--- config.mk ---
export PLATFORM = sky130hd
export DESIGN_NAME = hmh_top
export DESIGN_NICKNAME = d
export VERILOG_FILES = /design/src/rtl/hmh_pkg.sv /design/src/rtl/hmh_group_filter.sv /design/src/rtl/hmh_phy_access.sv /design/src/rtl/hmh_top.sv
export SDC_FILE = /design/constraint.sdc
export NUM_CORES = 1
export LEC_CHECK = 0
export BUFFER_PORTS_ARGS = -buffer_cell sky130_fd_sc_hd__clkbuf_2
export CORE_MARGIN = 2
export CORE_UTILIZATION = 50
export CTS_CLUSTER_SIZE = 30
export DETAILED_ROUTE_END_ITERATION = 7
export GPL_TIMING_DRIVEN = 0
export PLACE_DENSITY_LB_ADDON = 0.12
export SLEW_MARGIN = 20
export SYNTH_ARGS = -nofsm -noshare
export SYNTH_HDL_FRONTEND = slang
export SYNTH_SLANG_ARGS = --single-unit
--- constraint.sdc ---
create_clock -name core_clk -period 2.28 [get_ports core_clk]
set_clock_uncertainty 0.05 [all_clocks]
set_input_delay 0.456 -clock core_clk [delete_from_list [all_inputs] [get_ports core_clk]]
set_output_delay 0.456 -clock core_clk [all_outputs]
set_load 0.01 [all_outputs]
--- src/rtl/hmh_pkg.sv ---
/*
  Package for the host MAC station address, group filter and PHY access
  block: register indices, field positions, reset values and carriers.
  Assumes a plain register port with word indices as addresses.
*/
package hmh_pkg;

  // ---------------------------------------------------------------------
  // Register indices
  // ---------------------------------------------------------------------
  localparam logic [3:0] ADDR_HIGH_IDX = 4'h2;
  localparam logic [3:0] ADDR_LOW_IDX = 4'h3;
  localparam logic [3:0] FILT_HIGH_IDX = 4'h4;
  localparam logic [3:0] FILT_LOW_IDX = 4'h5;
  localparam logic [3:0] MGMT_ACC_IDX = 4'h6;
  localparam logic [3:0] MGMT_DATA_IDX = 4'h7;
  localparam logic [3:0] MAC_CTRL_IDX = 4'h8;
  localparam int REG_ADDR_W = 6;

  // ---------------------------------------------------------------------
  // Reset values
  // ---------------------------------------------------------------------
  localparam logic [15:0] ADDR_HIGH_RST = 16'hffff;
  localparam logic [31:0] ADDR_LOW_RST = 32'h0fffffff;
  localparam logic [31:0] FILT_RST = 32'h00000000;
  localparam logic [15:0] MGMT_DATA_RST = 16'h0000;

  // ---------------------------------------------------------------------
  // Field positions
  // ---------------------------------------------------------------------
  localparam int PHY_SEL_LSB = 11;
  localparam int PHY_IDX_LSB = 6;
  localparam int WRITE_SEL_BIT = 1;
  localparam int PENDING_BIT = 0;
  localparam int ACCEPT_ALL_BIT = 0;

  // ---------------------------------------------------------------------
  // Non-volatile store byte addresses of the station address
  // ---------------------------------------------------------------------
  localparam logic [7:0] NV_LOW_BYTE0 = 8'h01;
  localparam logic [7:0] NV_HIGH_BYTE0 = 8'h05;
  localparam logic [7:0] NV_HIGH_BYTE1 = 8'h06;

  // ---------------------------------------------------------------------
  // Carriers
  // ---------------------------------------------------------------------
  typedef struct packed {
    logic [REG_ADDR_W-1:0] addr;
    logic [31:0] wdata;
    logic wr;
    logic rd;
  } hmh_bus_req_type;

  typedef struct packed {
    logic [4:0] phy_select;
    logic [4:0] phy_reg_index;
    logic write;
    logic [15:0] wdata;
  } hmh_phy_req_type;

  typedef struct packed {
    logic valid;
    logic [7:0] addr;
    logic [7:0] data;
  } hmh_nv_byte_type;

endpackage : hmh_pkg

--- src/rtl/hmh_group_filter.sv ---
/*
  Group address filter: turns a six bit hash index into an accept
  decision. Assumes the index is already computed from the destination
  address upstream.
*/
`timescale 1ns/10ps
`default_nettype none

module hmh_group_filter (
  input wire logic [31:0] filter_high,
  input wire logic [31:0] filter_low,
  input wire logic accept_all_group,
  input wire logic [5:0] hash_index,
  output logic accept
);

  logic [63:0] table_bits;

  // ---------------------------------------------------------------------
  // Lookup
  // ---------------------------------------------------------------------
  // Top index bit picks the high word, the other five the bit.
  assign table_bits = {filter_high, filter_low};
  assign accept = accept_all_group | table_bits[hash_index];

endmodule : hmh_group_filter

`default_nettype wire

--- src/rtl/hmh_phy_access.sv ---
/*
  PHY management sequencer: issues one access to the internal PHY
  registers and reports when it has finished. Assumes the PHY side
  answers each request with a one cycle done pulse.
*/
`timescale 1ns/10ps
`default_nettype none

module hmh_phy_access (
  input wire logic core_clk,
  input wire logic rst_b,
  input wire logic start,
  input wire hmh_pkg::hmh_phy_req_type req,
  output hmh_pkg::hmh_phy_req_type phy_req,
  output logic phy_req_valid,
  input wire logic phy_done,
  input wire logic [15:0] phy_rdata,
  output logic pending,
  output logic rd_done,
  output logic [15:0] rd_data
);

  typedef enum logic [1:0] {
    hmh_idle,
    hmh_issue,
    hmh_wait
  } hmh_state_type;

  hmh_state_type state;

  // ---------------------------------------------------------------------
  // Sequencer
  // ---------------------------------------------------------------------
  always_ff @(posedge core_clk or negedge rst_b) begin
    if (!rst_b) begin
      state <= hmh_idle;
    end else begin
      case (state)
        hmh_idle: begin
          if (start) begin
            state <= hmh_issue;
          end
        end
        hmh_issue: begin
          state <= hmh_wait;
        end
        hmh_wait: begin
          if (phy_done) begin
            state <= hmh_idle;
          end
        end
        default: begin
          state <= hmh_idle;
        end
      endcase
    end
  end

  always_ff @(posedge core_clk or negedge rst_b) begin
    if (!rst_b) begin
      phy_req <= '0;
    end else if (start && state == hmh_idle) begin
      phy_req <= req;
    end
  end

  always_ff @(posedge core_clk or negedge rst_b) begin
    if (!rst_b) begin
      rd_done <= 1'b0;
      rd_data <= 16'h0000;
    end else begin
      rd_done <= (state == hmh_wait) && phy_done && !phy_req.write;
      if (state == hmh_wait && phy_done && !phy_req.write) begin
        rd_data <= phy_rdata;
      end
    end
  end

  assign phy_req_valid = (state == hmh_issue);
  // Busy follows the sequencer state alone. Folding start in would loop
  // back through the start decode, which itself waits for busy low.
  assign pending = (state != hmh_idle);

endmodule : hmh_phy_access

`default_nettype wire

--- src/rtl/hmh_top.sv ---
/*
  Host MAC station address, group filter and PHY management access
  registers. Assumes a plain register port with read data one cycle
  after the read strobe, a loader that presents non-volatile bytes at
  power-on, and a PHY management side that pulses done per access.
*/
// Our own choice: strobed register access.
`timescale 1ns/10ps
`default_nettype none

// Summary of operation
// - Address bits 47:32 in high register low half
// - Loader fills high bytes from 05h, 06h
// - Loader fills low register from bytes 01h-04h
// - Load only with programmed store, else reset values ffffh high, 0fffffffh low
// - Six hash bits index 64-bit filter
// - Index 0 low bit 0, 63 high bit 31
// - Accept when selected filter bit is one
// - Accept-all flag passes every group frame
// - Decision applies to frames from switch fabric
// - Bits 10:6 index the PHY register
// - Bit 1 selects write, else read
// - Pending reads one, clears itself at completion
// - Data register index 7, low sixteen bits
module hmh_top (
  input wire logic core_clk,
  input wire logic rst_b,
  input wire logic [5:0] reg_addr,
  input wire logic [31:0] reg_wdata,
  input wire logic reg_wr,
  input wire logic reg_rd,
  output logic [31:0] reg_rdata,
  input wire logic nv_present,
  input wire logic nv_byte_valid,
  input wire logic [7:0] nv_byte_addr,
  input wire logic [7:0] nv_byte_data,
  input wire logic init_done,
  input wire logic fabric_frame_valid,
  input wire logic fabric_frame_group,
  input wire logic [5:0] fabric_hash_index,
  output logic frame_accept,
  output logic frame_reject,
  output hmh_pkg::hmh_phy_req_type phy_req,
  output logic phy_req_valid,
  input wire logic phy_done,
  input wire logic [15:0] phy_rdata
);

  hmh_pkg::hmh_bus_req_type bus;
  hmh_pkg::hmh_nv_byte_type nv;
  hmh_pkg::hmh_phy_req_type acc_req;
  logic [15:0] addr_high;
  logic [31:0] addr_low;
  logic [31:0] filter_high;
  logic [31:0] filter_low;
  logic accept_all_group;
  logic [4:0] phy_select;
  logic [4:0] phy_reg_index;
  logic phy_write_select;
  logic [15:0] phy_mgmt_data;
  logic start;
  logic pending;
  logic rd_done;
  logic [15:0] rd_data;
  logic filter_hit;
  logic load_en;
  logic [7:0] low_off;
  logic [31:0] next_rdata;

  // ---------------------------------------------------------------------
  // Bus and loader carriers
  // ---------------------------------------------------------------------
  assign bus = '{addr: reg_addr, wdata: reg_wdata, wr: reg_wr, rd: reg_rd};
  assign nv = '{valid: nv_byte_valid, addr: nv_byte_addr,
                data: nv_byte_data};

  // The loader only writes while a programmed store is present and
  // the initialisation sequence is still running.
  assign load_en = nv.valid && nv_present && !init_done;
  assign low_off = nv.addr - hmh_pkg::NV_LOW_BYTE0;

  function automatic logic wr_hit(input hmh_pkg::hmh_bus_req_type b,
                                  input logic [3:0] idx);
    wr_hit = b.wr && (b.addr == {2'b00, idx});
  endfunction : wr_hit

  // ---------------------------------------------------------------------
  // Station address
  // ---------------------------------------------------------------------
  always_ff @(posedge core_clk or negedge rst_b) begin
    if (!rst_b) begin
      addr_high <= hmh_pkg::ADDR_HIGH_RST;
    end else if (load_en && nv.addr == hmh_pkg::NV_HIGH_BYTE0) begin
      addr_high[7:0] <= nv.data;
    end else if (load_en && nv.addr == hmh_pkg::NV_HIGH_BYTE1) begin
      addr_high[15:8] <= nv.data;
    end else if (wr_hit(bus, hmh_pkg::ADDR_HIGH_IDX)) begin
      addr_high <= bus.wdata[15:0];
    end
  end

  always_ff @(posedge core_clk or negedge rst_b) begin
    if (!rst_b) begin
      addr_low <= hmh_pkg::ADDR_LOW_RST;
    end else if (load_en && low_off < 8'h04) begin
      addr_low[low_off[1:0]*8 +: 8] <= nv.data;
    end else if (wr_hit(bus, hmh_pkg::ADDR_LOW_IDX)) begin
      addr_low <= bus.wdata;
    end
  end

  // ---------------------------------------------------------------------
  // Group filter words and control
  // ---------------------------------------------------------------------
  always_ff @(posedge core_clk or negedge rst_b) begin
    if (!rst_b) begin
      filter_high <= hmh_pkg::FILT_RST;
      filter_low <= hmh_pkg::FILT_RST;
    end else begin
      if (wr_hit(bus, hmh_pkg::FILT_HIGH_IDX)) begin
        filter_high <= bus.wdata;
      end
      if (wr_hit(bus, hmh_pkg::FILT_LOW_IDX)) begin
        filter_low <= bus.wdata;
      end
    end
  end

  always_ff @(posedge core_clk or negedge rst_b) begin
    if (!rst_b) begin
      accept_all_group <= 1'b0;
    end else if (wr_hit(bus, hmh_pkg::MAC_CTRL_IDX)) begin
      accept_all_group <= bus.wdata[hmh_pkg::ACCEPT_ALL_BIT];
    end
  end

  hmh_group_filter u_filter (
    .filter_high(filter_high),
    .filter_low(filter_low),
    .accept_all_group(accept_all_group),
    .hash_index(fabric_hash_index),
    .accept(filter_hit)
  );

  // Only group frames from the fabric are judged here; other frames
  // pass through untouched by this decision.
  always_ff @(posedge core_clk or negedge rst_b) begin
    if (!rst_b) begin
      frame_accept <= 1'b0;
      frame_reject <= 1'b0;
    end else begin
      frame_accept <= fabric_frame_valid &&
                      (!fabric_frame_group || filter_hit);
      frame_reject <= fabric_frame_valid &&
                      fabric_frame_group && !filter_hit;
    end
  end

  // ---------------------------------------------------------------------
  // PHY management access
  // ---------------------------------------------------------------------
  // Writes during a pending access are dropped to protect the data.
  assign start = wr_hit(bus, hmh_pkg::MGMT_ACC_IDX) && !pending &&
                 bus.wdata[hmh_pkg::PENDING_BIT];

  always_ff @(posedge core_clk or negedge rst_b) begin
    if (!rst_b) begin
      phy_select <= 5'h00;
      phy_reg_index <= 5'h00;
      phy_write_select <= 1'b0;
    end else if (wr_hit(bus, hmh_pkg::MGMT_ACC_IDX) && !pending) begin
      phy_select <= bus.wdata[hmh_pkg::PHY_SEL_LSB +: 5];
      phy_reg_index <= bus.wdata[hmh_pkg::PHY_IDX_LSB +: 5];
      phy_write_select <= bus.wdata[hmh_pkg::WRITE_SEL_BIT];
    end
  end

  always_ff @(posedge core_clk or negedge rst_b) begin
    if (!rst_b) begin
      phy_mgmt_data <= hmh_pkg::MGMT_DATA_RST;
    end else if (rd_done) begin
      phy_mgmt_data <= rd_data;
    end else if (wr_hit(bus, hmh_pkg::MGMT_DATA_IDX) && !pending) begin
      phy_mgmt_data <= bus.wdata[15:0];
    end
  end

  assign acc_req = '{phy_select: bus.wdata[hmh_pkg::PHY_SEL_LSB +: 5],
                     phy_reg_index: bus.wdata[hmh_pkg::PHY_IDX_LSB +: 5],
                     write: bus.wdata[hmh_pkg::WRITE_SEL_BIT],
                     wdata: phy_mgmt_data};

  hmh_phy_access u_access (
    .core_clk(core_clk),
    .rst_b(rst_b),
    .start(start),
    .req(acc_req),
    .phy_req(phy_req),
    .phy_req_valid(phy_req_valid),
    .phy_done(phy_done),
    .phy_rdata(phy_rdata),
    .pending(pending),
    .rd_done(rd_done),
    .rd_data(rd_data)
  );

  // ---------------------------------------------------------------------
  // Read path
  // ---------------------------------------------------------------------
  always_comb begin
    next_rdata = 32'h00000000;
    case (bus.addr)
      {2'b00, hmh_pkg::ADDR_HIGH_IDX}: next_rdata = {16'h0000, addr_high};
      {2'b00, hmh_pkg::ADDR_LOW_IDX}: next_rdata = addr_low;
      {2'b00, hmh_pkg::FILT_HIGH_IDX}: next_rdata = filter_high;
      {2'b00, hmh_pkg::FILT_LOW_IDX}: next_rdata = filter_low;
      {2'b00, hmh_pkg::MGMT_ACC_IDX}: begin
        next_rdata = {16'h0000, phy_select, phy_reg_index, 4'h0,
                      phy_write_select, pending};
      end
      {2'b00, hmh_pkg::MGMT_DATA_IDX}: begin
        next_rdata = {16'h0000, phy_mgmt_data};
      end
      {2'b00, hmh_pkg::MAC_CTRL_IDX}: begin
        next_rdata = {31'h00000000, accept_all_group};
      end
      default: next_rdata = 32'h00000000;
    endcase
  end

  always_ff @(posedge core_clk or negedge rst_b) begin
    if (!rst_b) begin
      reg_rdata <= 32'h00000000;
    end else if (bus.rd) begin
      reg_rdata <= next_rdata;
    end else begin
      reg_rdata <= 32'h00000000;
    end
  end

endmodule : hmh_top

`default_nettype wire

==> qor.yml <==
timing:
  tightest_slew_ns: 0.971
  worst_slack_ns: 0.0870
  rsz0062_at_grt: "no"
  fin_crit_sh_pct: 96.2
  fmax_mhz: 456
  fin_hold_ws_ns: 0.0840
  fin_crit_ns: 2.19
  drv_slew: 0
  setup_viol_count_final: 0
  finalHoldViolCount: 0
  slew_headroom_pct: 35.0
floorplan:
  dieWidth_microns: 149
  coreArea_sq_mm: 0.0208
  die_area_sq_mm: 0.0222
  die_h_microns: 149
  row_count: 53
  start_util_pct: 50.4
  boundaryPins: 148
synth:
  synth_cells: 798
  netlist-cell-type-count: 58
  synth_seq_area_share_pct: 53.0
  syn_area_per_cell_sq_um: 13.2
  synth.cell_area_sq_mm: 0.0105
  syn_nets: 890
  synth_warnings: 0
  ys_ff_latch: 220
  async_flop_share_pct: 100
  synth_edf_count: 0
  ys.flop_type: "dfrtp_1"
detailed_routing:
  avgRoutedWirePerCell_microns: 22.3
  drtIter0Drc: 478
  wirelength_mm: 28.3
  drc: 0
  ant_nets: 0
  via_per_inst: 5.80
  dr.pass1.iters: 5
  num_vias: 7377
global_routing:
  grt_use_total_pct: 25.5
  grt-ovfl-total: 0
  antenna_found_initial: 0
  grt_pass1_vias: 7465
  grt_max_degree: 93
  grt_pass1_wl_mm: 43.5
setup_path:
  cp_max_fo: 9
  reg2regPathDepth: 4
  critPathLaunchType: "input port"
  worst-path-stages: 11
  crit_buf_inv: 4
  crit_start: "nv_byte_addr[0]"
  critPathMaxStageDelay_ns: 0.38
  critPathSlowestCell: "mux2i_4"
  cp_cell_sequence: "clkbuf_4 -> inv_1 -> ha_4 -> o21bai_2 -> o21ai_2 -> mux2i_4 -> nand2b_4 -> buf_12 -> o21ai_4 -> buf_12 -> mux2_4"
  critPathRequiredTime_ns: 2.63
  crit_arrival_ns: 2.54
  critPathKind: "input port to flip-flop"
  end_kind: "flip-flop"
  crit_family: "buffers and inverters"
  timing.rr.start: "u_access.state[0]"
  crit_path_frequent_cell: "buf_12"
power_and_ir_drop:
  p_per_area_mw_per_mm2: 767
  max-vdd-ir-drop_uv: 566
  p_leak_uw: 0.00592
cts:
  clkLatencyLatePin_ns: 0.52
  cts_tree: "done"
  cts_root_buf: "clkbuf_16"
  cts_made_buffers: 25
  clock_path_buffers: 3
  clk_pin_slew_ns: 0.06
  numClockSinks: 220
  h-tree-depth: 1
place:
  gp_congestion: 0.893
  io_buffers: 144
  dp_slack_ns: -0.579
  postPlaceCellArea_sq_mm: 0.0116
  placed_cells: 1219
  hpwl_mm: 20.3
final_layout:
  layoutNonFillerInstCount: 1271
  final_area_sq_mm: 0.0126
  drive_above_1_share_pct: 43.7
  synthToLayoutAreaGrowth_pct: 19.5
  fin_nets: 1069
  antenna_cells: 0
outcome:
  status: "finished clean"
hold_path:
  worstHoldStart: "fabric_frame_valid"
  min_path_cells: 3
  hp-class: "input port to flip-flop"
job:
  cap_violations: 0
==> flip-flops by register name, indices dropped and copies added, names as in the netlist, 5 cells and up <==
| name | count |
|---|---|
| addr_low | 32 |
| filter_low | 32 |
| phy_select | 5 |
| addr_high | 16 |
| reg_rdata | 32 |
| phy_mgmt_data | 16 |
| phy_reg_index | 5 |
| filter_high | 32 |
| u_access.rd_data | 16 |
| u_access.phy_req | 27 |
==> per-stage QoR <==
step | TNS [ns] | util [%] | power (uW)
floorplan | -0.0980 | - | 5390
global placement | -791.53 | 55.6 | 5840
detailed placement | -53.57 | 55.9 | 5890
CTS | 0 | 59.8 | 9700
global route | 0 | 60.3 | 10000
finish | 0 | 60.3 | 9630
==> cell families (layout without fill, tap and decap cells) <==
group                      after synthesis  count (layout)  share of synthesized area [%]
and+or+nand+nor                        122             122                           6.64
DFF                                    220             220                           53.0
AOI/OAI and AO/OA                      174             174                           12.9
adders and majority gates                6               6                          0.715
muxes                                  221             221                           24.2
buffers and inverters                   55             253                           2.62
==> what timing repair did <==
action / in CTS / in global routing
hold endpoints to repair: 47 / 0
pin swaps: 2 / 4
hold buffers: 1 / 0
setup endpoints to repair: 31 / 41
setup buffers: 1 / 4
gates resized for setup: 2 / 5
==> worst min-delay path: stages <==
cell and delay, ns:
clkbuf_2 0.08, inv_1 0.04, nor2_1 0.04
==> worst paths after layout <==
kind,to,slack (ns)
max,addr_low[30],0.09
min,frame_accept,0.08
max reg2reg,u_access.rd_data[8],0.33
min reg2reg,u_access.phy_req[13],0.44
max in group asynchronous,addr_high[13],0.52
min in group asynchronous,filter_high[28],0.42
==> per-layer routing <==
| layer | up-vias | part of all wire [%] | GRT usage [%] |
|---|---|---|---|
| met4 | 0 | 2.7 | 7.14 |
| met1 | 3733 | 44 | 35.2 |
| met5 | - | 0 | 0 |
| met2 | 226 | 48 | 42.0 |
| li1 | 3368 | - | - |
| met3 | 50 | 5.5 | 4.22 |
==> power breakdown <==
group	internal (uW)	leakage (uW)	total, uW	switching, uW
clock	2200	0.000378	3790	1590
sequential	4430	0.00284	4730	296
combinational	566	0.00271	1110	546
==> cells in the mapped netlist (2+ instances only) <==
library cell / count / share of area (%)
nand3b_1: 2 / 0.14
nand2_1: 25 / 0.89
a211oi_1: 2 / 0.14
nor2_2: 3 / 0.18
inv_1: 8 / 0.29
mux2_4: 32 / 4.6
nor3b_1: 3 / 0.21
a22o_1: 24 / 2.0
and2_1: 2 / 0.12
o21ai_0: 19 / 0.91
clkbuf_1: 18 / 0.64
ha_1: 6 / 0.71
a32o_1: 8 / 0.76
nor2b_1: 11 / 0.66
buf_8: 3 / 0.43
a21oi_1: 22 / 1.0
dfrtp_1: 176 / 42
buf_4: 2 / 0.14
a31oi_1: 13 / 0.77
nand4_2: 2 / 0.24
a222oi_1: 16 / 1.5
mux2_1: 4 / 0.43
o21ai_4: 4 / 0.62
mux2i_1: 64 / 6.1
nand4b_1: 2 / 0.17
dfstp_2: 44 / 11
mux2_2: 120 / 13
a22oi_1: 55 / 3.9
buf_2: 16 / 0.76
nor3_1: 2 / 0.095
nand3_1: 2 / 0.095
a221oi_1: 4 / 0.33
buf_1: 7 / 0.25
nor2_1: 48 / 1.7
nand2b_1: 4 / 0.24
nor4_2: 3 / 0.36
==> layout make-up <==
cell class              count  area, sq um
clock inverters             5         32.5
fillers                  1762         8270
multi-input cells         523         4710
well taps                 275          344
inverters                   8         30.0
plain buffers              47          255
flip-flops and latches    220         5560
clock buffers              41          736
repair buffers            152          885
==> cells in the final DEF, fill, tap and decap left out, types with 3 or more instances in the layout <==
cell type,netlist,routed
ha_1,6,5
mux2_4,32,32
clkbuf_1,18,29
a22o_1,24,24
buf_1,7,6
buf_12,0,5
nand2b_1,4,4
a222oi_1,16,16
a22oi_1,55,55
a221oi_1,4,4
nand2_1,25,25
buf_2,16,16
o21ai_0,19,19
a31oi_1,13,13
clkinv_2,0,3
buf_4,2,3
mux2i_1,64,64
nor2b_1,11,11
clkbuf_8,0,6
nor2_2,3,3
buf_8,3,3
dfrtp_1,176,176
mux2_1,4,4
nor3b_1,3,3
inv_1,8,8
nor2_1,48,48
mux2_2,120,120
nor4_4,1,4
dfstp_2,44,44
a32o_1,8,8
o21ai_4,4,4
clkbuf_2,0,143
clkbuf_16,0,25
a21oi_1,22,22
Power figures use the tool's default switching activity.
